===== src/rtl/channel_sequence_select_params.svh =====
// Offsets, reset values, field positions and timing counts for the channel sequencer.
`ifndef CHANNEL_SEQUENCE_SELECT_PARAMS_SVH
`define CHANNEL_SEQUENCE_SELECT_PARAMS_SVH

`define CSS_CHANNELS 4
`define CSS_CODE_BITS 14
`define CSS_LEVEL_BITS 15
`define CSS_CODE_MAX 14'h3fff
`define CSS_MASK_RESET 4'h0
`define CSS_CLK_PERIOD_NS 20
`define CSS_CONV_TIME_NS 2400
`define CSS_CONV_CYCLES ((`CSS_CONV_TIME_NS + `CSS_CLK_PERIOD_NS - 1) / `CSS_CLK_PERIOD_NS)
`define CSS_EXT_CONV_EDGES 16
`define CSS_EOC_CYCLES 1
`define CSS_PIN_EXT_CLK 0
`define CSS_PIN_CLK_SEL 1

`endif


===== src/rtl/channel_sequence_select_pkg.sv =====
// Types shared by the channel sequencer and its result coder.
package channel_sequence_select_pkg;

  // Host strobes and the four low data lines as seen at the pins.
  typedef struct packed {
    logic chipSelect_n;
    logic readStrobe_n;
    logic writeStrobe_n;
    logic [3:0] busBits;
  } hostBus_type;

  // One finished conversion result.
  typedef struct packed {
    logic [13:0] code;
    logic [1:0] channel;
  } result_type;

  typedef enum logic [1:0] {
    SEQ_IDLE,
    SEQ_CONVERT,
    SEQ_EOC
  } seqState_type;

endpackage


===== src/rtl/channel_sequence_select.sv =====
// Channel mask capture, ascending conversion sequencing and result coding for a four-channel converter.
// Functional notes
// Selected channels convert in ascending channel order.
// Source select picks pins or mask register.
// Mask bit high at start includes channel.
// Mask latched at start, held through sequence.
// Bus bits 0..3 map channels 1..4.
// Data lines are inputs during write window.
// Mask register loads on write strobe rise.
// Mask register keeps contents until rewritten.
// Software mode: pin1 clock, pin2 clock select.
// Software mode: pins 3, 4 ignored.
// Results are 14-bit, span over 16384.
// Bipolar variants code in two's complement.
// Unipolar variants code in straight binary.
// Code transitions fall at half steps.
// Busy rises at start, falls after last.
// Fixed time per channel, end pulse each.
// Clock select high uses external clock.
`timescale 1ns/1ps
`include "channel_sequence_select_params.svh"

module channel_sequence_select #(
  parameter bit BIPOLAR = 1'b1,
  parameter int CONV_CYCLES = `CSS_CONV_CYCLES,
  parameter int EXT_CONV_EDGES = `CSS_EXT_CONV_EDGES,
  parameter int EOC_CYCLES = `CSS_EOC_CYCLES
) (
  input wire logic clk,
  input wire logic srst,
  input wire logic conversionStart_n,
  input wire logic softwareSelect,
  input wire logic [3:0] hwChannelPins,
  input wire channel_sequence_select_pkg::hostBus_type hostBus,
  input wire logic [`CSS_CHANNELS*`CSS_LEVEL_BITS-1:0] trackLevels,
  output logic [3:0] busBitsOut,
  output logic [3:0] busBitsOe,
  output logic busy,
  output logic endOfConversion_n,
  output logic holdActive,
  output logic resultValid,
  output channel_sequence_select_pkg::result_type result,
  output logic [3:0] activeMask,
  output logic [3:0] channelMask,
  output logic externalClockInUse
);
  import channel_sequence_select_pkg::*;

  // Lowest set bit of a mask, which is the next channel in ascending order.
  function automatic logic [1:0] lowestChannel(input logic [3:0] mask);
    lowestChannel = 2'h0;
    for (int i = `CSS_CHANNELS - 1; i >= 0; i--) begin
      if (mask[i]) begin
        lowestChannel = i[1:0];
      end
    end
  endfunction

  // Every pin input passes two flip-flops; only the second stage feeds logic.
  logic [12:0] pinMeta;
  logic [12:0] pinSync;
  always_ff @(posedge clk) begin
    if (srst) begin
      pinMeta <= 13'h1fff;
      pinSync <= 13'h1fff;
    end else begin
      pinMeta <= {conversionStart_n, softwareSelect, hwChannelPins, hostBus.chipSelect_n, hostBus.readStrobe_n,
                  hostBus.writeStrobe_n, hostBus.busBits};
      pinSync <= pinMeta;
    end
  end

  logic startSync_n;
  logic swSelSync;
  logic [3:0] hwPinSync;
  hostBus_type busSync;
  assign startSync_n = pinSync[12];
  assign swSelSync = pinSync[11];
  assign hwPinSync = pinSync[10:7];
  assign busSync = pinSync[6:0];

  // Previous-cycle copies used for edge detection and for the data seen while the strobe was low.
  logic startPrev_n;
  logic extClkPrev;
  hostBus_type busPrev;
  always_ff @(posedge clk) begin
    if (srst) begin
      startPrev_n <= 1'b1;
      extClkPrev <= 1'b1; // Matches the synchroniser's idle level, so no false tick follows reset.
      busPrev <= 7'h7f;
    end else begin
      startPrev_n <= startSync_n;
      extClkPrev <= hwPinSync[`CSS_PIN_EXT_CLK];
      busPrev <= busSync;
    end
  end

  logic startRise;
  logic writeWindowPrev;
  logic writeCapture;
  assign startRise = ~startPrev_n & startSync_n;
  // The write window is open while chip select and the write strobe are low and the read strobe is high; the data lines are never driven.
  assign writeWindowPrev = ~busPrev.chipSelect_n & busPrev.readStrobe_n & ~busPrev.writeStrobe_n;
  assign writeCapture = writeWindowPrev & busSync.writeStrobe_n;

  // Mask register: loaded only by a completed write, untouched by conversions.
  always_ff @(posedge clk) begin
    if (srst) begin
      channelMask <= `CSS_MASK_RESET;
    end else if (writeCapture) begin
      channelMask <= busPrev.busBits;
    end
  end

  // The sequencer never drives the data lines; result readout lives elsewhere.
  always_ff @(posedge clk) begin
    if (srst) begin
      busBitsOut <= 4'h0;
      busBitsOe <= 4'h0;
    end else begin
      busBitsOut <= 4'h0;
      busBitsOe <= 4'h0;
    end
  end

  // Pin 2 only picks the clock source in software mode; pins 3 and 4 are ignored there.
  logic useExternal;
  logic extTick;
  logic [3:0] sourceMask;
  assign useExternal = swSelSync & hwPinSync[`CSS_PIN_CLK_SEL];
  assign extTick = hwPinSync[`CSS_PIN_EXT_CLK] & ~extClkPrev;
  assign sourceMask = swSelSync ? channelMask : hwPinSync;

  always_ff @(posedge clk) begin
    if (srst) begin
      externalClockInUse <= 1'b0;
    end else if (startRise) begin
      externalClockInUse <= useExternal;
    end
  end

  // Sequencer state.
  seqState_type state;
  logic [3:0] pending;
  logic [1:0] channel;
  logic [7:0] cycleCount;
  logic [7:0] edgeCount;
  logic [7:0] eocCount;
  logic [`CSS_CHANNELS*`CSS_LEVEL_BITS-1:0] heldLevels;
  logic convDone;
  logic [3:0] remaining;

  // A conversion ends after a fixed count of internal cycles or of external clock edges.
  assign convDone = externalClockInUse ? (extTick && edgeCount == 8'(EXT_CONV_EDGES - 1)) :
                    (cycleCount == 8'(CONV_CYCLES - 1));
  assign remaining = pending & ~(4'h1 << channel);

  always_ff @(posedge clk) begin
    if (srst) begin
      state <= SEQ_IDLE;
      pending <= 4'h0;
      channel <= 2'h0;
      activeMask <= 4'h0;
      busy <= 1'b0;
      holdActive <= 1'b0;
    end else begin
      case (state)
        SEQ_IDLE: begin
          if (startRise) begin
            activeMask <= sourceMask;
            pending <= sourceMask;
            channel <= lowestChannel(sourceMask);
            busy <= 1'b1;
            holdActive <= 1'b1;
            // An empty mask still shows one busy cycle and then returns to tracking.
            state <= (sourceMask == 4'h0) ? SEQ_EOC : SEQ_CONVERT;
          end
        end
        SEQ_CONVERT: begin
          if (convDone) begin
            pending <= remaining;
            state <= SEQ_EOC;
          end
        end
        SEQ_EOC: begin
          if (eocCount == 8'h00) begin
            if (pending == 4'h0) begin
              busy <= 1'b0;
              holdActive <= 1'b0;
              state <= SEQ_IDLE;
            end else begin
              channel <= lowestChannel(pending);
              state <= SEQ_CONVERT;
            end
          end
        end
        default: begin
          state <= SEQ_IDLE;
        end
      endcase
    end
  end

  // Per-channel timers restart on every new channel.
  always_ff @(posedge clk) begin
    if (srst) begin
      cycleCount <= 8'h00;
      edgeCount <= 8'h00;
    end else if (state != SEQ_CONVERT || convDone) begin
      cycleCount <= 8'h00;
      edgeCount <= 8'h00;
    end else begin
      cycleCount <= cycleCount + 8'h01;
      if (extTick) begin
        edgeCount <= edgeCount + 8'h01;
      end
    end
  end

  // Track/holds go into hold at the start edge, so the levels are frozen for the whole sequence.
  always_ff @(posedge clk) begin
    if (srst) begin
      heldLevels <= '0;
    end else if (state == SEQ_IDLE && startRise) begin
      heldLevels <= trackLevels;
    end
  end

  logic [`CSS_CODE_BITS-1:0] nextCode;
  result_coder #(
    .BIPOLAR(BIPOLAR)
  ) coder (
    .heldLevel(heldLevels[channel*`CSS_LEVEL_BITS +: `CSS_LEVEL_BITS]),
    .code(nextCode)
  );

  // End-of-conversion pulse and result latch, one per converted channel.
  always_ff @(posedge clk) begin
    if (srst) begin
      endOfConversion_n <= 1'b1;
      eocCount <= 8'h00;
      resultValid <= 1'b0;
      result <= '0;
    end else begin
      resultValid <= 1'b0;
      if (state == SEQ_CONVERT && convDone) begin
        endOfConversion_n <= 1'b0;
        eocCount <= 8'(EOC_CYCLES - 1);
        resultValid <= 1'b1;
        result <= '{code: nextCode, channel: channel};
      end else if (state == SEQ_EOC) begin
        if (eocCount == 8'h00) begin
          endOfConversion_n <= 1'b1;
        end else begin
          eocCount <= eocCount - 8'h01;
        end
      end
    end
  end

endmodule // channel_sequence_select


===== src/rtl/result_coder.sv =====
// Turns a held level in half-step units into a 14-bit result code.
`timescale 1ns/1ps
`include "channel_sequence_select_params.svh"

module result_coder #(
  parameter bit BIPOLAR = 1'b1
) (
  input wire logic [`CSS_LEVEL_BITS-1:0] heldLevel,
  output logic [`CSS_CODE_BITS-1:0] code
);
  import channel_sequence_select_pkg::*;

  logic [`CSS_LEVEL_BITS:0] rounded;
  logic [`CSS_CODE_BITS-1:0] straight;

  // Adding one half step before halving puts every transition midway between whole steps.
  always_comb begin
    rounded = {1'b0, heldLevel} + 16'h0001;
    if (rounded[`CSS_LEVEL_BITS:1] > {1'b0, `CSS_CODE_MAX}) begin
      straight = `CSS_CODE_MAX;
    end else begin
      straight = rounded[`CSS_CODE_BITS:1];
    end
  end

  // Flipping the top bit turns offset binary into two's complement, so midscale reads zero.
  always_comb begin
    if (BIPOLAR) begin
      code = {~straight[`CSS_CODE_BITS-1], straight[`CSS_CODE_BITS-2:0]};
    end else begin
      code = straight;
    end
  end

endmodule // result_coder


===== config.mk =====
export PLATFORM = sky130hd
export DESIGN_NAME = channel_sequence_select
export DESIGN_NICKNAME = d
export VERILOG_FILES = /design/src/rtl/channel_sequence_select_pkg.sv /design/src/rtl/channel_sequence_select.sv /design/src/rtl/result_coder.sv
export VERILOG_INCLUDE_DIRS = /design/src /design/src/rtl
export SDC_FILE = /design/constraint.sdc
export NUM_CORES = 1
export LEC_CHECK = 0
export ABC_AREA = 1
export BUFFER_PORTS_ARGS = -buffer_cell sky130_fd_sc_hd__buf_4
export CELL_PAD_IN_SITES_DETAIL_PLACEMENT = 0
export CELL_PAD_IN_SITES_GLOBAL_PLACEMENT = 1
export CORE_ASPECT_RATIO = 1.25
export CORE_MARGIN = 4
export CORE_UTILIZATION = 44
export CTS_CLUSTER_SIZE = 20
export DETAILED_ROUTE_END_ITERATION = 6
export PLACE_DENSITY_LB_ADDON = 0.1
export REMOVE_ABC_BUFFERS = 1
export SYNTH_ARGS = -nofsm -noshare
export SYNTH_HDL_FRONTEND = slang
export SYNTH_SLANG_ARGS = --single-unit

===== constraint.sdc =====
create_clock -name clk -period 4.5 [get_ports clk]
set_clock_uncertainty 0.05 [all_clocks]
set_input_delay 0.45 -clock clk [delete_from_list [all_inputs] [get_ports clk]]
set_output_delay 0.45 -clock clk [all_outputs]
set_load 0.01 [all_outputs]

Word level (Yosys, flattened, before mapping):

Index checks and enable logic that the tools add are counted.

* reductions and logical operators: 21
* bitwise operators: 14
* $add $sub $neg: 4
* multiplexer cells: 32
* $lt $le $gt $ge: 1
* shift-type cells: 2
* equal/unequal tests: 10
* $mul: 1

Operators by type and width (number)
* variable part select 60 x 7 -> 15 bit: 1
* 2-to-1 mux 2 bit: 15
* adder 15 x 1 -> 16 bit (second input constant): 1
* adder 8 x 1 -> 8 bit (second input constant): 2
* greater-than comparator 15 x 14 -> 1 bit (second input constant): 1
* 2-to-1 mux 14 bit: 1
* 2-to-1 mux 4 bit: 3
* inequality test 2 bit (second input constant): 5
* 2-to-1 mux 1 bit: 9
* equality test 8 x 4 -> 1 bit (second input constant): 1
* equality test 8 x 7 -> 1 bit (second input constant): 1
* zero test 4 bit: 2
* zero test 8 bit: 1
* case mux 4 bit (2 select lines): 1
* AND reduction 4 bit: 2
* nonzero test 2 bit: 4
* subtractor 8 x 1 -> 8 bit (second input constant): 1
* bitwise AND 1 bit: 6
* multiplier 2 x 4 -> 6 bit (second input constant): 1
* inverter 1 bit: 6
* case mux 2 bit (3 select lines): 1
* AND reduction 2 bit: 3
* AND reduction 3 bit: 2
* bitwise AND 4 bit: 1
* 11 further kinds: 14

* word-level logic and storage cells: 108
* input port bits: 75
* bits in registers: 155

Depth between registers and ports, before layout:

Gate-level depths: netlist of the first run.

* word-level depth: 7
* mapped depth: 14
* depth with buffers taken out: 13

Hierarchy:

From an unflattened synthesis of the first run, not the netlist that was laid out.

* cells, all modules: 874
* area, all modules: 6543.8 um^2

By module, submodules not included
* channel_sequence_select: cells each 794, seq. area each 3103.0 um^2, instances 1, area an instance 6145.9 um^2
* result_coder: cells each 80, seq. area each 0.0 um^2, instances 1, area an instance 397.9 um^2

Worst setup path before layout of the first run:

Ideal clock, no wire load.

* path kind: reg2reg
* from: register channel[0]
* to: register result[13] (netlist bit)
* slack: 2.799 ns
* cell stages (with the launch flop): 15
* arrival: 1.539 ns
* cell sequence: dfxtp_1 > inv_2 > buf_6 > nand2_1 > nand2_1 > nand2_1 > nand2_1 > ha_1 > nand3_2 > nor2_4 > nand2_1 > nand2_1 > nand3_1 > nand2_1 > nand2_1

* longest elaborated chain between the ends: 5

RTL lines
* from (decl): line channel_sequence_select.sv:145 `logic [1:0] channel;`
* from (signal assigned): line channel_sequence_select.sv:172 `channel <= lowestChannel(sourceMask);`
* from (signal assigned): line channel_sequence_select.sv:192 `channel <= lowestChannel(pending);`
* multiplier 2 x 4 -> 6 bit (no source line) (*)
* variable part select 60 x 7 -> 15 bit (*): line channel_sequence_select.sv:233 `` .heldLevel(heldLevels[channel*`CSS_LEVEL_BITS +: `CSS_LEVEL_BITS]), ``
* adder 15 x 1 -> 16 bit (*): line result_coder.sv:18 `rounded = {1'b0, heldLevel} + 16'h0001;`
* greater-than comparator 15 x 14 -> 1 bit: line result_coder.sv:19 `` if (rounded[`CSS_LEVEL_BITS:1] > {1'b0, `CSS_CODE_MAX}) begin ``
* 2-to-1 mux 14 bit (*): line result_coder.sv:19
* to (signal assigned): line channel_sequence_select.sv:250 `result <= '{code: nextCode, channel: channel};`
* to (decl): line channel_sequence_select.sv:42 `output channel_sequence_select_pkg::result_type result,`

Mark *: on every way between the ends. The rest lies on a longest branch, timed or not.
A chain may end at the register's enable or synchronous reset.

Worst setup path in the final report of the first run:

* from: register channel[1]
* to: register result[7] (netlist bit)

Same word-level chain as after synthesis.

==> reports/summary.md, run 1 <==
• average instance area after synthesis: 7.199 um2
• Cells after DPL: 1,215
• max-slew headroom at the worst pin: 30.16%
• routability congestion estimate from global placement: 0.8134
• final setup violation count: 0
• register area share after synthesis: 45.51%
• Cell Count, Final, Fillers Out: 1,247
• CTS tree: done
• xor and xnor area share after synthesis: 1.927%
• aggregate routed wire length: 15,430 um
• Max-Cap Viols: 0
• count of pins on the block boundary: 112
• floorplan die area: 0.01756 mm2
• sinks on the clock net: 155
• reg2reg path depth: 9
• maximum buffer depth of the clock tree: 2
• grt ovf: 0
• Max Freq: 0.3689 GHz
• hold path startpoint: hostBus[3]
• standard cell core area: 0.01508 mm2
• synth warn: 0
• Final ANT Viol Nets: 0
• post-CTS clock slew at the launch and capture registers of the worst setup and hold paths: 60 ps
• number of DRC violations after detailed routing: 0
• Resized cells post-CTS: 0
• worst flop-to-flop path endpoint: result[7]
• netlist area before placement: 0.006818 mm2
• Std-Cell Rows: 50
• layout overhead on the synthesized area: 20.85%
• Root Driver: sky130_fd_sc_hd__clkbuf_16
• maximum ir drop on the vdd rail: 0.0002460 V
• detailed-route wire length per cell: 12.37 um
• Die Ht: 147.2 um
• minimum setup slack among reg-to-reg paths: 1790 ps
• post-synthesis instance total: 947
• vias in the first global route: 5,493
• final critical path time including I/O delays and setup: 2711 ps
• most common flop cell mapped by yosys: sky130_fd_sc_hd__dfxtp_1
• number of nets in the layout: 1,106
• period utilisation layout: 60.25%
• mux contribution to synthesized area: 0%
• number of buffers inserted during clock tree synthesis: 17
• hold buffer count at cts: 0
• compound-cell area share of the yosys netlist: 8.625%
• sequential group share of total power: 45.1%
• switching power as a share of total power: 23.44%
• Design Power: 0.003192 W
• Slew @ Worst Pin: 1048 ps
• worst path setup slack after routing: 1789 ps
• top cell type's share of synthesized area: 45.51%
• worst hold path stage count: 2
• leakage power: 3.826 nW
• path type of the worst setup path: reg2reg
• synth top area cells: sky130_fd_sc_hd__dfxtp_1 (46%), sky130_fd_sc_hd__nand2_1 (13%), sky130_fd_sc_hd__nor2_1 (9.4%)
• Antenna Diode Count: 0
• cell area after placement: 0.007605 mm2
• number of antenna violations at the first check in global routing: 0
• number of max-slew violations in the final report: 0
• violation count after the first detailed-route iteration: 293
• die span in x: 119.3 um
• overall track demand over capacity in global routing: 18.13%
• largest net degree at the start of global routing: 80
• Setup crit start kind: flip-flop
• post-route standard cell area excluding fillers: 0.008239 mm2
• CTS H-Tree Depth: 4
• path category of the worst min-delay check: in2reg
• largest family of logic cells by synthesized area: simple AND/OR/NAND/NOR gates
• synthesized-area fraction occupied by and/or/nand/nor cells: 35.58%
• data required time at the worst endpoint: 4760 ps
• crit end category: flip-flop
• P per Cell Area: 387.4 mW/mm2
• routed via count divided by cell count: 4.695
• dominant cell by count in the synthesized netlist: sky130_fd_sc_hd__nand2_1
• result of the run: completed
• endpoint arrival time on the critical path: 2970 ps
• arithmetic-cell share of the synthesized area counting full adders, half adders and majority gates: 0.9176%
• number of vias in the routed layout: 5,855
• top post-synthesis cells by count: sky130_fd_sc_hd__nand2_1 (234), sky130_fd_sc_hd__nor2_1 (170), sky130_fd_sc_hd__dfxtp_1 (155), sky130_fd_sc_hd__o21ai_0 (84), sky130_fd_sc_hd__nand3_1 (54)
• number of flops mapped to enable cells by yosys: 0
• setup repair after global routing missed its margin: no
• origin of the critical flop-to-flop path: channel[1]
• Post CTS Setup Buffer Count: 0
• Final Hold Violating Endpoints: 0
• first-pass GRT wire length: 26,320 um
• fraction of final layout cells sized beyond drive strength 1: 20.60%
• Worst Hold Endpoint: pinMeta[3]
• combinational share of power: 6.8%
• Worst Setup Slack post-DPL: 1786 ps
• power spent charging and discharging nets: 0.0007481 W
• #FFs+latches synth: 155
• FILL cells: 1,539
• starting utilization of the core area: 45.22%
• Cell variety after synth: 39
• Detailed Place HPWL: 10,680 um
• share of synthesized registers carrying an async set or reset: 0%
• top cell type by total area after synthesis: sky130_fd_sc_hd__dfxtp_1
• detailed-router iteration count before antenna repair: 5
• Pint: 0.002444 W
• crit path launch: channel[1]
• sum of negative setup slack: 0 ps
• clock group share of total power: 48.1%
• source-to-sink clock delay at the later pin of the worst-skew pair: 420 ps
• maximum fanout count along the critical path: 26
• port buffer count: 103
-- critical path, cell delays in order (launching register included) --
cell                      delay (ps)
sky130_fd_sc_hd__dfxtp_1         880
sky130_fd_sc_hd__inv_1           580
sky130_fd_sc_hd__nand2_1         180
sky130_fd_sc_hd__nand2_1         110
sky130_fd_sc_hd__ha_1            250
sky130_fd_sc_hd__nand3_2         150
sky130_fd_sc_hd__nor2_1           70
sky130_fd_sc_hd__xor2_1          140
sky130_fd_sc_hd__o21ai_1         120
sky130_fd_sc_hd__nand2_1          60
-- metrics by stage --
step                      hold WS [ps]  utilization, %
after floorplan                  339.5               -
final                            162.9           54.65
after CTS                        138.9           54.65
after detailed placement         342.3           50.44
after global routing             139.8           54.65
after global placement           340.3           50.44
-- flip-flops by register name, summed over array words and instances (netlist names), 7 cells and up --
name,flops
eocCount,8
edgeCount,8
busPrev,7
heldLevels,60
result,16
pinSync,13
cycleCount,8
pinMeta,13
-- area by class of cell --
| class | instances | area, um2 | area share [%] |
|---|---|---|---|
| Clock inverter | 14 | 205.2 | 2.491 |
| Tap cell | 208 | 260.3 | 3.159 |
| Inverter | 54 | 202.7 | 2.460 |
| Clock buffer | 18 | 429.2 | 5.209 |
| Sequential cell | 155 | 3103 | 37.66 |
| Timing Repair Buffer | 106 | 795.8 | 9.658 |
| Multi-Input combinational cell | 692 | 3243 | 39.36 |
-- power groups by stage --
stage | Sequential [W] | Combinational (W) | Clock (W)
after CTS | 0.00144 | 0.000220 | 0.00157
after detailed placement | 0.00147 | 0.000219 | 0
after floorplan | 0.00147 | 0.000118 | 0
final | 0.00144 | 0.000217 | 0.00153
after global placement | 0.00147 | 0.000219 | 0
after global routing | 0.00145 | 0.000249 | 0.00163
-- logic make-up after synthesis --
family                     count (synthesis)
buffers and inverters                    107
DFF                                      155
other                                      1
xor gates and xnor gates                  15
adders and majority gates                  5
AOI/OAI and AO/OA                        115
and+or+nand+nor                          549
-- layer usage --
layer	share of wire [%]	vias to the layer above	global-route usage (%)
li1	-	3134	-
met1	50	2608	24.51
met2	46	104	29.28
met3	3.6	9	4.005
met4	0.89	0	4.986
met5	0	-	0
-- cell usage in the layout (no fill, tap or decap), types with 4 or more instances in the layout --
cell type,Yosys,final
sky130_fd_sc_hd__nand2_1,234,234
sky130_fd_sc_hd__nor2_1,170,170
sky130_fd_sc_hd__dfxtp_1,155,155
sky130_fd_sc_hd__buf_4,15,106
sky130_fd_sc_hd__o21ai_0,84,84
sky130_fd_sc_hd__nand3_1,54,54
sky130_fd_sc_hd__inv_1,47,46
sky130_fd_sc_hd__or2_2,35,35
sky130_fd_sc_hd__a21oi_1,21,21
sky130_fd_sc_hd__clkbuf_16,0,17
sky130_fd_sc_hd__nand2_2,11,11
sky130_fd_sc_hd__xor2_1,11,11
sky130_fd_sc_hd__nor2_2,10,9
sky130_fd_sc_hd__inv_2,7,8
sky130_fd_sc_hd__nand4_1,8,8
sky130_fd_sc_hd__conb_1,1,8
sky130_fd_sc_hd__inv_6,0,6
sky130_fd_sc_hd__o21ai_1,5,5
sky130_fd_sc_hd__nor3_1,5,5
sky130_fd_sc_hd__ha_1,5,5
sky130_fd_sc_hd__nand3_2,4,4
sky130_fd_sc_hd__nor2_4,3,4
sky130_fd_sc_hd__xnor2_1,4,4
sky130_fd_sc_hd__bufinv_16,0,4
-- worst max path at each step --
stage | to | slack, ps | depth (start not counted)
5_1_grt | result[15] | 1440 | 11
3_5_place_dp | result[7] | 1790 | 9
3_3_place_gp | result[7] | 1850 | 11
4_1_cts | result[7] | 1760 | 9
2_1_floorplan | pending[1] | 1260 | 7
6_report | result[7] | 1790 | 9
Note: power is estimated with default switching activity, not from simulation.
==> inputs of run 2 (changes only) <==
ABC_AREA = 0   (was 1)
CORE_UTILIZATION = 38   (was 44)
clock period = 2.35 ns   (was 4.5 ns; I/O delays follow)
==> reports/summary.md, run 2 <==
• result of the run: completed
• largest register by flop count: heldLevels
• commonest non-fill, non-tap cell in the layout: sky130_fd_sc_hd__dfxtp_1
• grt ovf: 0
• maximum ir drop on the vdd rail: 0.0004757 V
• number of max-slew violations in the final report: 0
• final critical path time including I/O delays and setup: 2250 ps
• Max Freq: 0.4444 GHz
• die span in x: 123.6 um
• power spent charging and discharging nets: 0.001231 W
• share of synthesized registers carrying an async set or reset: 0%
• netlist area before placement: 0.006349 mm2
• post-route standard cell area excluding fillers: 0.008288 mm2
• Die Ht: 152.5 um
• Design Power: 0.005850 W
• number of nets in the layout: 901
• max-slew headroom at the worst pin: 65.40%
• #FFs+latches synth: 155
• number of antenna violations at the first check in global routing: 0
• period utilisation layout: 95.76%
• post-CTS clock slew at the launch and capture registers of the worst setup and hold paths: 60 ps
• standard cell core area: 0.01633 mm2
• detailed-router iteration count before antenna repair: 4
• count of pins on the block boundary: 112
• switching power as a share of total power: 21.04%
• Cell Count, Final, Fillers Out: 1,050
• Root Driver: sky130_fd_sc_hd__clkbuf_16
• synth top area cells: sky130_fd_sc_hd__dfxtp_1 (49%), sky130_fd_sc_hd__nand2_1 (8.6%), sky130_fd_sc_hd__a21oi_1 (5.9%)
• routability congestion estimate from global placement: 0.8176
• data required time at the worst endpoint: 2630 ps
• vias in the first global route: 5,163
• clock group share of total power: 48.2%
• aggregate routed wire length: 14,880 um
• layout overhead on the synthesized area: 30.55%
• source-to-sink clock delay at the later pin of the worst-skew pair: 420 ps
• final setup violation count: 0
• cell area after placement: 0.007390 mm2
• path type of the worst setup path: reg2reg
• footprint of the flip-flops and latches: 0.003103 mm2
• sum of negative setup slack: 0 ps
• Max-Cap Viols: 0
• violation count after the first detailed-route iteration: 191
• register area share after synthesis: 48.88%
• overall track demand over capacity in global routing: 16.41%
• average instance area after synthesis: 9.174 um2
• sequential group share of total power: 46.2%
• P per Cell Area: 705.9 mW/mm2
• detailed-route wire length per cell: 14.17 um
• floorplan die area: 0.01885 mm2
• commonest cells after routing, fill and taps aside: sky130_fd_sc_hd__dfxtp_1 (155), sky130_fd_sc_hd__nand2_1 (145), sky130_fd_sc_hd__buf_4 (120)
• Largest regs: heldLevels (60), result (16)
• dominant cell by count in the synthesized netlist: sky130_fd_sc_hd__dfxtp_1
• Final Hold Violating Endpoints: 0
• maximum buffer depth of the clock tree: 2
• top post-synthesis cells by count: sky130_fd_sc_hd__dfxtp_1 (155), sky130_fd_sc_hd__nand2_1 (145), sky130_fd_sc_hd__a21oi_1 (75), sky130_fd_sc_hd__nor2_1 (48)
• Std-Cell Rows: 52
• top cell type's share of synthesized area: 48.88%
• CTS H-Tree Depth: 4
• Slew @ Worst Pin: 515.8 ps
• CTS tree: done
• first-pass GRT wire length: 24,760 um
• synth warn: 0
• port buffer count: 103
• Cell variety after synth: 54
• combinational share of power: 5.6%
• endpoint arrival time on the critical path: 2530 ps
• Pint: 0.004620 W
• post-synthesis instance total: 692
• routed via count divided by cell count: 4.832
• number of flops mapped to enable cells by yosys: 0
• number of buffers inserted during clock tree synthesis: 17
• worst hold slack: 8.888 ps
• sinks on the clock net: 155
• total area of multi-input combinational cells: 0.002994 mm2
• setup repair after global routing missed its margin: no
• maximum fanout count along the critical path: 20
• Final ANT Viol Nets: 0
• crit end category: flip-flop
• FILL cells: 1,567
• number of vias in the routed layout: 5,074
• starting utilization of the core area: 38.88%
• Cells after DPL: 990
• top cell type by total area after synthesis: sky130_fd_sc_hd__dfxtp_1
• Detailed Place HPWL: 10,730 um
• number of flip-flops under the largest register name: 60
• largest net degree at the start of global routing: 86
• path category of the worst min-delay check: in2reg
• fraction of final layout cells sized beyond drive strength 1: 26.62%
• leakage power: 3.087 nW
• Antenna Diode Count: 0
• Setup crit start kind: flip-flop
• number of DRC violations after detailed routing: 0
• most common flop cell mapped by yosys: sky130_fd_sc_hd__dfxtp_1
[run 2: final cells by class]
class / instances / share of cell area [%]
inverters: 12 / 0.5435
flip-flops and latches: 155 / 37.44
well taps: 216 / 3.261
repair buffers: 152 / 15.22
multi-input cells: 483 / 36.13
clock buffers: 22 / 5.722
clock inverters: 10 / 1.691
[run 2: cells by family after synthesis]
logic type / after synthesis / synth area share (%)
AOI/OAI and AO/OA: 118 / 11.81
xor gates and xnor gates: 28 / 3.863
adders and majority gates: 5 / 0.9854
buffers and inverters: 61 / 4.533
DFF: 155 / 48.88
muxes: 29 / 7.962
other: 1 / 0.05907
and+or+nand+nor: 295 / 21.92
[run 2: final timing paths]
path,start,endpoint,slack [ps],cells past startpoint
setup / recovery,channel[0],result[2],100,7
hold / removal,trackLevels[55],heldLevels[55],9,3
setup reg to reg,channel[0],result[2],100,7
hold reg to reg,pinSync[0],busPrev[0],360,1
[run 2: power groups by stage]
| stage | clock network, W | registers (W) | logic, W |
|---|---|---|---|
| 2_1_floorplan | 0 | 0.00276 | 0.000113 |
| 4_1_cts | 0.00288 | 0.00270 | 0.000333 |
| 5_1_grt | 0.00300 | 0.00271 | 0.000364 |
| 6_report | 0.00282 | 0.00270 | 0.000328 |
| 3_5_place_dp | 0 | 0.00276 | 0.000295 |
| 3_3_place_gp | 0 | 0.00276 | 0.000290 |
[run 2: per-layer routing]
metal / GRT usage [%] / routed length (um) / up-vias
met5: 0 / 0 / -
met3: 3.788 / 440 / 17
met2: 26.63 / 7283 / 86
li1: - / - / 2593
met1: 21.26 / 6915 / 2378
met4: 5.646 / 236 / 0
[run 2: worst max-delay path, stage by stage (launching register included)]
cell	delay [ps]
sky130_fd_sc_hd__dfxtp_1	320
sky130_fd_sc_hd__buf_12	160
sky130_fd_sc_hd__mux4_1	460
sky130_fd_sc_hd__nand4_4	170
sky130_fd_sc_hd__or2_1	270
sky130_fd_sc_hd__o31a_1	320
sky130_fd_sc_hd__buf_4	170
sky130_fd_sc_hd__a211oi_1	230
[run 2: through the flow]
stage	util (%)	worst slack, ps
after detailed placement	45.25	79.48
after global routing	50.75	7.340
after global placement	45.25	168.5
final	50.75	99.71
after floorplan	-	-1838
after CTS	50.73	60.21
[run 2: repair_timing]
action / 4_1_cts / 5_1_grt
endpoints found under the hold margin: 28 / 0
hold buffers: 28 / 0
buffers inserted: 0 / 0
endpoints found under the setup margin: 0 / 1
resized for setup: 0 / 1
==> inputs of run 3 (changes only) <==
PLACE_DENSITY = 0.86   (was not set)
PLACE_DENSITY_LB_ADDON = not set   (was 0.1)
SLEW_MARGIN = 30   (was not set)
==> reports/summary.md, run 3 (synthesized netlist as in run 2, its figures left out) <==
• Final Hold Violating Endpoints: 0
• maximum fanout count along the critical path: 8
• starting utilization of the core area: 38.88%
• detailed-router iteration count before antenna repair: 4
• Die Ht: 152.5 um
• worst path setup slack after routing: 160.6 ps
• violation count after the first detailed-route iteration: 189
• hold path startpoint: trackLevels[16]
• die span in x: 123.6 um
• commonest non-fill, non-tap cell in the layout: sky130_fd_sc_hd__dfxtp_1
• Worst Setup Slack post-DPL: 104.2 ps
• sinks on the clock net: 155
• first-pass GRT wire length: 24,000 um
• data required time at the worst endpoint: 2630 ps
• Setup crit start kind: flip-flop
• origin of the critical flop-to-flop path: channel[0]
• routability congestion estimate from global placement: 0.8019
• cell area after placement: 0.007372 mm2
• number of DRC violations after detailed routing: 0
• layout overhead on the synthesized area: 29.39%
• CTS H-Tree Depth: 4
• Largest regs: heldLevels (60), result (16)
• crit end category: flip-flop
• commonest cells after routing, fill and taps aside: sky130_fd_sc_hd__dfxtp_1 (154), sky130_fd_sc_hd__nand2_1 (145), sky130_fd_sc_hd__buf_4 (123)
• standard cell core area: 0.01633 mm2
• Root Driver: sky130_fd_sc_hd__clkbuf_16
• final setup violation count: 0
• result of the run: completed
• crit path launch: channel[0]
• setup repair after global routing missed its margin: no
• Final ANT Viol Nets: 0
• endpoint arrival time on the critical path: 2470 ps
• Max Freq: 0.4567 GHz
• overall track demand over capacity in global routing: 16.04%
• number of flip-flops under the largest register name: 60
• aggregate routed wire length: 14,510 um
• final critical path time including I/O delays and setup: 2189 ps
• period utilisation layout: 93.17%
• port buffer count: 103
• number of antenna violations at the first check in global routing: 0
• path type of the worst setup path: reg2reg
• routed via count divided by cell count: 4.784
• max-slew headroom at the worst pin: 59.77%
• Max-Cap Viols: 0
• detailed-route wire length per cell: 13.87 um
• number of vias in the routed layout: 5,004
• Std-Cell Rows: 52
• maximum buffer depth of the clock tree: 2
• grt ovf: 0
• maximum ir drop on the vdd rail: 0.0004817 V
• Design Power: 0.005821 W
• post-CTS clock slew at the launch and capture registers of the worst setup and hold paths: 60 ps
• P per Cell Area: 708.7 mW/mm2
• largest register by flop count: heldLevels
• post-route standard cell area excluding fillers: 0.008214 mm2
• CTS tree: done
• number of buffers inserted during clock tree synthesis: 17
• number of nets in the layout: 897
• source-to-sink clock delay at the later pin of the worst-skew pair: 410 ps
• Antenna Diode Count: 0
• floorplan die area: 0.01885 mm2
• number of max-slew violations in the final report: 0
• fraction of final layout cells sized beyond drive strength 1: 27.11%
• vias in the first global route: 4,925
• largest net degree at the start of global routing: 70
• Slew @ Worst Pin: 603.4 ps
• Detailed Place HPWL: 10,320 um
• Post CTS Setup Buffer Count: 0
• leakage power: 3.048 nW
• count of pins on the block boundary: 112
• fraction of the core area covered by cells at the end of the flow: 50.30%
• path category of the worst min-delay check: in2reg
run 3: worst paths after layout:
kind | end | slack [ps] | cells past startpoint
setup / recovery | result[2] | 160 | 7
hold / removal | heldLevels[16] | 20 | 3
setup reg to reg | result[2] | 160 | 7
hold reg to reg | pinSync[2] | 360 | 1
run 3: metrics by stage:
stage          setup TNS, ps  hold slack [ps]  instances
2_1_floorplan        -120750            249.6        650
3_3_place_gp               0            340.8        991
3_5_place_dp               0            343.7        991
4_1_cts                    0           0.1248       1046
5_1_grt                    0            8.035       1046
6_report                   0            16.33       1046
run 3: worst max-delay path, cell delays in order (launching register included):
cell and delay, ps:
sky130_fd_sc_hd__dfxtp_1 310, sky130_fd_sc_hd__buf_4 170, sky130_fd_sc_hd__mux4_1 440, sky130_fd_sc_hd__nand4_4 170, sky130_fd_sc_hd__or2_1 270, sky130_fd_sc_hd__o31a_1 310
sky130_fd_sc_hd__buf_4 180, sky130_fd_sc_hd__a211oi_1 210
run 3: cell type report:
| type | count | area, um2 |
|---|---|---|
| sequential | 155 | 3104 |
| inverter | 12 | 45.04 |
| fill | 1541 | 8117 |
| multi-input combinational | 483 | 2990 |
| clock inverter | 12 | 163.9 |
| clock buffer | 20 | 446.7 |
| tap | 216 | 270.3 |
| timing repair buffer | 148 | 1194 |
run 3: where the power goes:
part	total [W]	switching, W	internal, W
Sequential	0.00270	0.0000249	0.00268
Combinational	0.000319	0.000140	0.000179
Clock	0.00280	0.00109	0.00171
Total	0.00582	0.00125	0.00457
run 3: per-layer routing:
metal / wire length (um) / vias up / share of wire [%] / global-route usage [%]
met5: 0 / - / 0 / 0
met3: 456 / 14 / 3.1 / 3.639
met2: 7476 / 80 / 52 / 26.68
met1: 6336 / 2322 / 44 / 20.11
li1: - / 2588 / - / -
met4: 240 / 0 / 1.7 / 5.805
run 3: timing repair:
item	in CTS	in global routing
endpoints found under the hold margin	23	0
setup endpoints to repair	0	4
hold buffers	23	0
gates resized for setup	0	3
